[config.mk]
export PLATFORM = sky130hd
export DESIGN_NAME = dtec_top
export DESIGN_NICKNAME = d
export VERILOG_FILES = /design/src/rtl/dtec_pkg.sv /design/src/rtl/dtec_top.sv
export SDC_FILE = /design/constraint.sdc
export NUM_CORES = 1
export LEC_CHECK = 0
export ABC_AREA = 1
export BUFFER_PORTS_ARGS = -buffer_cell sky130_fd_sc_hd__buf_2
export CORE_ASPECT_RATIO = 0.9
export CORE_MARGIN = 1
export CORE_UTILIZATION = 35
export DETAILED_ROUTE_END_ITERATION = 8
export GPL_TIMING_DRIVEN = 1
export HOLD_SLACK_MARGIN = 0.08
export RECOVER_POWER = 100
export SLEW_MARGIN = 10
export SYNTH_ARGS = -nofsm -noshare
export SYNTH_HDL_FRONTEND = slang
export SYNTH_SLANG_ARGS = --single-unit
[constraint.sdc]
create_clock -name clk_i -period 5.61 [get_ports clk_i]
set_clock_uncertainty 0.15 [all_clocks]
set_input_delay 1.122 -clock clk_i [delete_from_list [all_inputs] [get_ports clk_i]]
set_output_delay 1.122 -clock clk_i [all_outputs]
set_load 0.01 [all_outputs]
[src/rtl/dtec_pkg.sv]
// Constants, types and register map of the dual timer/event counter
package dtec_pkg;
  // Register indices; byte address is four times the index
  localparam logic [7:0] IDX_CNT0 = 8'h0d;
  localparam logic [7:0] IDX_CTL0 = 8'h0e;
  localparam logic [7:0] IDX_CNT1 = 8'h10;
  localparam logic [7:0] IDX_CTL1 = 8'h11;
  localparam logic [7:0] IDX_PORTA = 8'h12;
  localparam logic [7:0] IDX_IRQA = 8'h20;
  localparam logic [7:0] IDX_IRQB = 8'h21;
  localparam logic [7:0] IDX_CFG = 8'h22;
  // Interrupt control bit positions
  localparam int IRQA_EN0_BIT = 3;
  localparam int IRQA_FLAG0_BIT = 6;
  localparam int IRQB_EN1_BIT = 0;
  localparam int IRQB_FLAG1_BIT = 4;
  // Configuration option bit positions
  localparam int CFG_DIV_SRC_BIT = 0;
  localparam int CFG_PIN_DIV_BIT = 1;
  localparam int CFG_C0_DIV4_BIT = 2;
  localparam int CFG_C1_SRC_LO = 4;
  localparam logic [7:0] CFG_RST = 8'h00;
  localparam int PA3_BIT = 3;
  localparam logic PA3_RST = 1'b1;
  localparam logic [7:0] CNT_RST = 8'h00;
  localparam logic [7:0] CNT_TOP = 8'hff;
  localparam logic [1:0] PRESC_LAST = 2'h3;
  // Counter 1 option clock sources
  localparam logic [1:0] C1SRC_OVF0 = 2'h0;
  localparam logic [1:0] C1SRC_SYS = 2'h1;
  localparam logic [1:0] C1SRC_TBASE = 2'h2;

  typedef enum logic [1:0] {
    MODE_UNUSED = 2'h0,
    MODE_EVENT = 2'h1,
    MODE_TIMER = 2'h2,
    MODE_PULSE = 2'h3
  } dtec_mode_t;

  // Control byte bits 7..3; bits 2..0 read as zero
  typedef struct packed {
    dtec_mode_t mode;
    logic clk_sel;
    logic run;
    logic edge_sel;
  } dtec_ctrl_t;

  localparam dtec_ctrl_t CTRL_RST = '{MODE_UNUSED, 1'b0, 1'b0, 1'b1};

  typedef enum logic [1:0] {
    PW_WAIT = 2'b01,
    PW_MEAS = 2'b10
  } dtec_pw_t;
endpackage

[src/rtl/dtec_top.sv]
// Dual 8-bit timer/event counter with divider output, Wishbone slave
//
// The Wishbone register port is this design's own decision.
`timescale 1ns/1ps
module dtec_top
  import dtec_pkg::*;
(
  input wire logic clk_i, // 25 MHz system clock
  input wire logic rst_i, // Synchronous reset, active high
  input wire logic cyc_i, // Wishbone cycle
  input wire logic stb_i, // Wishbone strobe
  input wire logic we_i, // Wishbone write enable
  input wire logic [9:2] adr_i, // Wishbone word address
  input wire logic [3:0] sel_i, // Wishbone byte selects
  input wire logic [31:0] dat_i, // Wishbone write data
  output logic [31:0] dat_o, // Wishbone read data
  output logic ack_o, // Wishbone acknowledge
  input wire logic ctr0_pin_i, // External input of counter 0
  input wire logic ctr1_pin_i, // External input of counter 1
  input wire logic rtc_tick_i, // Real time clock tick, one cycle
  input wire logic timebase_tick_i, // Time base time-out, one cycle
  output logic ctr0_irq_req_o, // Counter 0 interrupt request
  output logic ctr1_irq_req_o, // Counter 1 interrupt request
  output logic wake_o, // Wake-up pulse on overflow
  output logic freq_divider_out_o, // Divider square wave
  output logic port_a_pin3_o // Port pin 3 level
);

  logic req;
  logic wr_en;
  logic [7:0] idx;
  logic [7:0] rd;
  logic [7:0] cnt [2];
  logic [7:0] pre [2];
  dtec_ctrl_t ctrl [2];
  logic [1:0] tick;
  logic [1:0] ovf;
  logic [1:0] int_src;
  logic [1:0] s1;
  logic [1:0] s2;
  logic [1:0] s3;
  logic [1:0] presc;
  logic q_tick;
  logic opt1;
  logic [7:0] cfg;
  logic pa3;
  logic flag0;
  logic flag1;
  logic en0;
  logic en1;
  logic div_q;
  logic div_ovf;

  assign idx = adr_i;
  assign req = cyc_i & stb_i;
  // Writes land on the edge where the master sees ack
  assign wr_en = req & we_i & ack_o & sel_i[0];

  always_ff @(posedge clk_i)
  begin
    if (rst_i)
      ack_o <= 1'b0;
    else
      ack_o <= req & ~ack_o;
  end

  always_ff @(posedge clk_i)
  begin
    if (rst_i)
      dat_o <= 32'h00000000;
    else if (req & ~ack_o)
      dat_o <= {24'h000000, rd};
  end

  // Unmapped indices answer with zero data
  always_comb
  begin
    rd = 8'h00;
    case (idx)
      IDX_CNT0: rd = cnt[0];
      IDX_CNT1: rd = cnt[1];
      IDX_CTL0: rd = {ctrl[0], 3'h0};
      IDX_CTL1: rd = {ctrl[1], 3'h0};
      IDX_PORTA: rd = {4'h0, pa3, 3'h0};
      IDX_IRQA: rd = {1'b0, flag0, 2'h0, en0, 3'h0};
      IDX_IRQB: rd = {3'h0, flag1, 3'h0, en1};
      IDX_CFG: rd = cfg;
      default: rd = 8'h00;
    endcase
  end

  // Event pins come from outside; two stages before any use
  always_ff @(posedge clk_i)
  begin
    if (rst_i)
    begin
      s1 <= 2'h0;
      s2 <= 2'h0;
      s3 <= 2'h0;
    end
    else
    begin
      s1 <= {ctr1_pin_i, ctr0_pin_i};
      s2 <= s1;
      s3 <= s2;
    end
  end

  always_ff @(posedge clk_i)
  begin
    if (rst_i)
      presc <= 2'h0;
    else
      presc <= presc + 2'h1;
  end
  assign q_tick = (presc == PRESC_LAST);

  assign int_src[0] = ctrl[0].clk_sel ?
                      (cfg[CFG_C0_DIV4_BIT] ? q_tick : 1'b1) :
                      rtc_tick_i;

  always_comb
  begin
    opt1 = 1'b0;
    case (cfg[CFG_C1_SRC_LO +: 2])
      C1SRC_OVF0: opt1 = ovf[0];
      C1SRC_SYS: opt1 = 1'b1;
      C1SRC_TBASE: opt1 = timebase_tick_i;
      default: opt1 = 1'b0;
    endcase
  end
  assign int_src[1] = ctrl[1].clk_sel ? q_tick : opt1;

  for (genvar gi = 0; gi < 2; gi++)
  begin : g_ch
    localparam logic [7:0] VAL = (gi == 0) ? IDX_CNT0 : IDX_CNT1;
    localparam logic [7:0] CTL = (gi == 0) ? IDX_CTL0 : IDX_CTL1;
    logic wr_val;
    logic wr_ctl;
    logic rd_blk;
    logic rise;
    logic fall;
    logic ev_edge;
    logic start_e;
    logic stop_e;
    logic is_pulse;
    logic pw_done;
    logic src;
    dtec_pw_t st;

    assign wr_val = wr_en & (idx == VAL);
    assign wr_ctl = wr_en & (idx == CTL);
    // Freezing the count during a read avoids a torn value
    assign rd_blk = req & ~we_i & (idx == VAL);
    assign rise = s2[gi] & ~s3[gi];
    assign fall = ~s2[gi] & s3[gi];
    assign ev_edge = ctrl[gi].edge_sel ? fall : rise;
    assign start_e = ctrl[gi].edge_sel ? rise : fall;
    assign stop_e = ctrl[gi].edge_sel ? fall : rise;
    assign is_pulse = (ctrl[gi].mode == MODE_PULSE);
    assign pw_done = (st == PW_MEAS) & ctrl[gi].run & is_pulse & stop_e;

    always_comb
    begin
      src = 1'b0;
      case (ctrl[gi].mode)
        MODE_EVENT: src = ev_edge;
        MODE_TIMER: src = int_src[gi];
        MODE_PULSE: src = int_src[gi] & (st == PW_MEAS);
        default: src = 1'b0;
      endcase
    end
    // Counts lost while reading are not made up later
    assign tick[gi] = src & ctrl[gi].run & ~rd_blk;
    assign ovf[gi] = tick[gi] & (cnt[gi] == CNT_TOP);

    // Edge-started, single-shot measurement
    always_ff @(posedge clk_i)
    begin
      if (rst_i)
        st <= PW_WAIT;
      else
        case (st)
          PW_WAIT:
            if (ctrl[gi].run & is_pulse & start_e & ~wr_ctl)
              st <= PW_MEAS;
          PW_MEAS:
            if (~ctrl[gi].run | ~is_pulse | stop_e)
              st <= PW_WAIT;
          default: st <= PW_WAIT;
        endcase
    end

    always_ff @(posedge clk_i)
    begin
      if (rst_i)
        cnt[gi] <= CNT_RST;
      else if (wr_val & ~ctrl[gi].run)
        cnt[gi] <= dat_i[7:0];
      else if (ovf[gi])
        cnt[gi] <= pre[gi];
      else if (tick[gi])
        cnt[gi] <= cnt[gi] + 8'h01;
    end

    always_ff @(posedge clk_i)
    begin
      if (rst_i)
        pre[gi] <= CNT_RST;
      else if (wr_val)
        pre[gi] <= dat_i[7:0];
    end

    // A software write in the same cycle wins over the auto-clear
    always_ff @(posedge clk_i)
    begin
      if (rst_i)
        ctrl[gi] <= CTRL_RST;
      else if (wr_ctl)
        ctrl[gi] <= dtec_ctrl_t'(dat_i[7:3]);
      else if (pw_done)
        ctrl[gi].run <= 1'b0;
    end

  end

  always_ff @(posedge clk_i)
  begin
    if (rst_i)
      cfg <= CFG_RST;
    else if (wr_en & (idx == IDX_CFG))
      cfg <= dat_i[7:0];
  end

  always_ff @(posedge clk_i)
  begin
    if (rst_i)
      pa3 <= PA3_RST;
    else if (wr_en & (idx == IDX_PORTA))
      pa3 <= dat_i[PA3_BIT];
  end

  always_ff @(posedge clk_i)
  begin
    if (rst_i)
    begin
      en0 <= 1'b0;
      en1 <= 1'b0;
    end
    else
    begin
      if (wr_en & (idx == IDX_IRQA))
        en0 <= dat_i[IRQA_EN0_BIT];
      if (wr_en & (idx == IDX_IRQB))
        en1 <= dat_i[IRQB_EN1_BIT];
    end
  end

  // Hardware set wins over a software clear in the same cycle
  always_ff @(posedge clk_i)
  begin
    if (rst_i)
      flag0 <= 1'b0;
    else if (ovf[0])
      flag0 <= 1'b1;
    else if (wr_en & (idx == IDX_IRQA))
      flag0 <= dat_i[IRQA_FLAG0_BIT];
  end

  always_ff @(posedge clk_i)
  begin
    if (rst_i)
      flag1 <= 1'b0;
    else if (ovf[1])
      flag1 <= 1'b1;
    else if (wr_en & (idx == IDX_IRQB))
      flag1 <= dat_i[IRQB_FLAG1_BIT];
  end

  assign ctr0_irq_req_o = flag0 & en0;
  assign ctr1_irq_req_o = flag1 & en1;

  always_ff @(posedge clk_i)
  begin
    if (rst_i)
      wake_o <= 1'b0;
    else
      wake_o <= |ovf;
  end

  assign div_ovf = cfg[CFG_DIV_SRC_BIT] ? ovf[1] : ovf[0];

  always_ff @(posedge clk_i)
  begin
    if (rst_i)
      div_q <= 1'b0;
    else if (div_ovf)
      div_q <= ~div_q;
  end
  assign freq_divider_out_o = div_q;

  // Pin holds low when the divider is gated off by a set data bit
  assign port_a_pin3_o = cfg[CFG_PIN_DIV_BIT] ?
                         (~pa3 & div_q) : pa3;
endmodule

==> summary.md <==
| Metric | Value |
|---|---|
| Max-cap violations | 0 |
| Largest net degree at the start of global routing | 38 |
| Switching Power | 0.309 mW |
| Netlist cell types | 39 |
| Fmax | 255 MHz |
| Prevailing post-synth register cell | edfxtp_1 |
| IO Port Bufs | 39 |
| Syn Inst Count | 537 |
| Critical hold path startpoint | s1[0]$_SDFF_PP0_ |
| Combinational fraction of design power | 6.4% |
| Critical path origin | rst_i |
| Post-route ant nets | 0 |
| Placed cell count | 724 |
| Power Total | 1.27 mW |
| Via count | 3,632 |
| Routability Congestion | 0.885 |
| Met1 wire length | 4.94 mm |
| Cell Area, Synth | 4270 µm² |
| Post-route insts no fill | 740 |
| Post-Layout Inst Area | 4790 µm² |
| Critical R2R Launch | cnt[0][0]$_DFFE_PP_ |
| YS warnings | 0 |
| Pwr dens | 266 nW/µm² |
| Hold crit path type | reg -> reg |
| WL met3 | 716 µm |
| Post-synthesis xor/xnor area fraction | 2.25% |
| First DRT Iteration DRCs | 319 |
| Final hold violations | 0 |
| H-tree depth | 3 |
| Worst-margin pin slew | 1230 ps |
| Max IR drop VDD | 150 µV |
| Final Setup Violations | 0 |
| Residual DRC | 0 |
| Die Wd | 118 µm |
| Hold Path Depth | 2 |
| Die area | 12,700 µm² |
| EDFF count, synth | 42 |
| Largest family of logic cells by synthesized area | simple AND/OR/NAND/NOR gates |
| Flop pwr share | 49.2% |
| Root buffer cell | clkbuf_16 |
| Pint | 0.966 mW |
| Vias per Instance | 4.91 |
| Sequential share of the synthesized area | 46.4% |
| Cts repair resizes | 0 |
| Sw Share | 24.2% |
| Sink Count | 78 |
| Yosys top cell by area | edfxtp_1 |
| Total track usage | 17.6% |
| Core footprint | 11,700 µm² |
| First-pass GRT wire length | 16.9 mm |
| Cell row count | 37 |
| Adder-cell area share of the yosys netlist | 0.878% |
| Num CTS Buffers | 9 |
| CP Capture Type | flop |
| Worst skew pair latency | 340 ps |
| Synth-to-Final Area Change | 12.1% |
| Ys async rst share | 0% |
| Setup TNS | 0 ps |
| Initial antenna violation count | 0 |
| Post-synthesis compound-gate area fraction | 12.0% |
| Routed WL | 10.6 mm |
| Mean routed wirelength per cell | 14.4 µm |
| Mux share of post-synthesis cell area | 0% |
| Leading post-synthesis cells by cell area | edfxtp_1, dfxtp_1, nand2_1 |
| RSZ-0062 raised after global routing | no |
| Post-route minimum period | 3920 ps |
| Top sig layer | met4 |
| Die H | 107 µm |
| HPWL after detailed placement | 8.08 mm |
| Worst r2r path cells | 14 |
| Starting density of the core | 36.6% |
| TritonCTS clock tree | yes |
| Initial DRT Pass Iterations | 5 |
| Critical Path RT | 5560 ps |
| Period utilization | 69.9% |
| Cts hold-fix bufs | 0 |
| Share of cells above drive strength 1 | 10.4% |
| Startpoint types | input port |
| Placed standard-cell area | 4540 µm² |
| Fin nets | 635 |
| Clock power share | 44.3% |
| CP max FO | 37 |
| Clk slew on worst S/H paths | 60 ps |
| Vias in the first global route | 3,266 |
| Critical path class | in -> reg |
| Maximum clock path buffer count | 2 |
| Lkg Pwr | 2.10 nW |
| Slew Viols, Final | 0 |
| Grt total ovfl | 0 |
| Synth top area share | 29.5% |
| I/O pin cnt | 91 |
| Setup Buffers After CTS | 0 |
| Ant diodes | 0 |
| WL met2 | 4.74 mm |
| Syn_area_per_cell | 7.96 µm² |
| Rel. slew slack | 18.1% |
| CP Data Arrival Time | 3880 ps |
| Number of synthesized register bits | 78 |
| Simple-gate portion of the synthesized area | 25.9% |
| Status | finished clean |
## layout make-up
cell class,count,area [µm²]
sequential,78,1980
timing repair buffer,39,176
multi-input combinational,366,1830
inverter,85,319
tap,156,195
fill,1198,6880
clock buffer,10,250
clock inverter,6,41.3
## per-layer routing
| metal | track usage [%] | vias to the layer above |
|---|---|---|
| met5 | 0 | - |
| met4 | 6.96 | 0 |
| met3 | 3.24 | 17 |
| met2 | 27.9 | 132 |
| met1 | 23.8 | 1681 |
| li1 | - | 1802 |
## cell usage after synthesis, types with 3 or more instances
cell type,instances
nor2_1,80
nand4_1,4
nand2_2,7
nand4_4,3
xor2_1,10
dfxtp_1,36
o21ai_0,25
o22ai_1,7
o221ai_1,7
nand3_1,33
inv_1,75
buf_4,24
nand3_2,3
edfxtp_1,42
o211ai_1,9
inv_2,8
o31ai_1,3
ha_1,3
a21oi_1,26
nand2_1,101
nor3_1,6
clkbuf_1,5
## flip-flops by register name, indices dropped and copies added (netlist names), 2 cells and up
| signal | flops |
|---|---|
| cfg | 8 |
| cnt | 16 |
| s3 | 2 |
| presc | 2 |
| dat_o | 8 |
| g_ch.st | 4 |
| pre | 16 |
| ctrl | 10 |
| s2 | 2 |
| s1 | 2 |
## cell usage in the layout (no fill, tap or decap), types with 2 or more instances in the layout
cell type / instances
nand2_2: 6
nand3_2: 3
conb_1: 24
ha_1: 3
edfxtp_1: 42
nor2_1: 80
xor2_1: 10
dfxtp_1: 36
clkbuf_1: 15
inv_2: 3
o221ai_1: 7
nand4_4: 2
nand3_1: 33
clkbuf_16: 10
o211ai_1: 9
buf_2: 24
o31ai_1: 3
nor3_1: 6
nand4_1: 5
nor2_4: 2
a21oi_1: 26
inv_1: 79
o21ai_0: 27
clkinv_2: 2
o22ai_1: 7
nand2_1: 102
clkinv_1: 3
## final timing paths
check / end / slack (ps)
setup / recovery: cnt[1][0]$_SDFFCE_PN0P_ / 1690
hold reg to reg: s2[0]$_SDFF_PP0_ / 250
hold / removal: s2[0]$_SDFF_PP0_ / 250
setup reg to reg: cnt[1][7]$_SDFFCE_PN0P_ / 2930
## cell families after synthesis
kind of cell / after synthesis
AO/OA/AOI/OAI: 84
XOR/XNOR: 11
adder cells (fa/ha/maj): 3
buffers and inverters: 116
flip-flops: 78
other: 1
AND/OR/NAND/NOR: 244
## power by group through the flow
stage / clock network (mW) / registers, mW / logic [mW]
2_1_floorplan: 0 / 0.636 / 0.0667
3_3_place_gp: 0 / 0.639 / 0.0812
3_5_place_dp: 0 / 0.640 / 0.0826
4_1_cts: 0.576 / 0.627 / 0.0829
5_1_grt: 0.601 / 0.629 / 0.0925
6_report: 0.565 / 0.628 / 0.0820
## per-stage QoR
step	hold slack, ps	worst slack, ps	utilization, %
detailed placement	245	2180	38.9
floorplan	238	2730	-
global route	277	1340	41.1
CTS	254	2540	41.4
global placement	241	2250	38.9
finish	252	1690	41.1
## critical path, stage by stage
cell and delay (ps):
clkbuf_1 860, inv_1 930, nand4_1 670, nand3_1 140, nand2_1 90, inv_1 40
No activity file was read; power rests on OpenSTA's default activity.
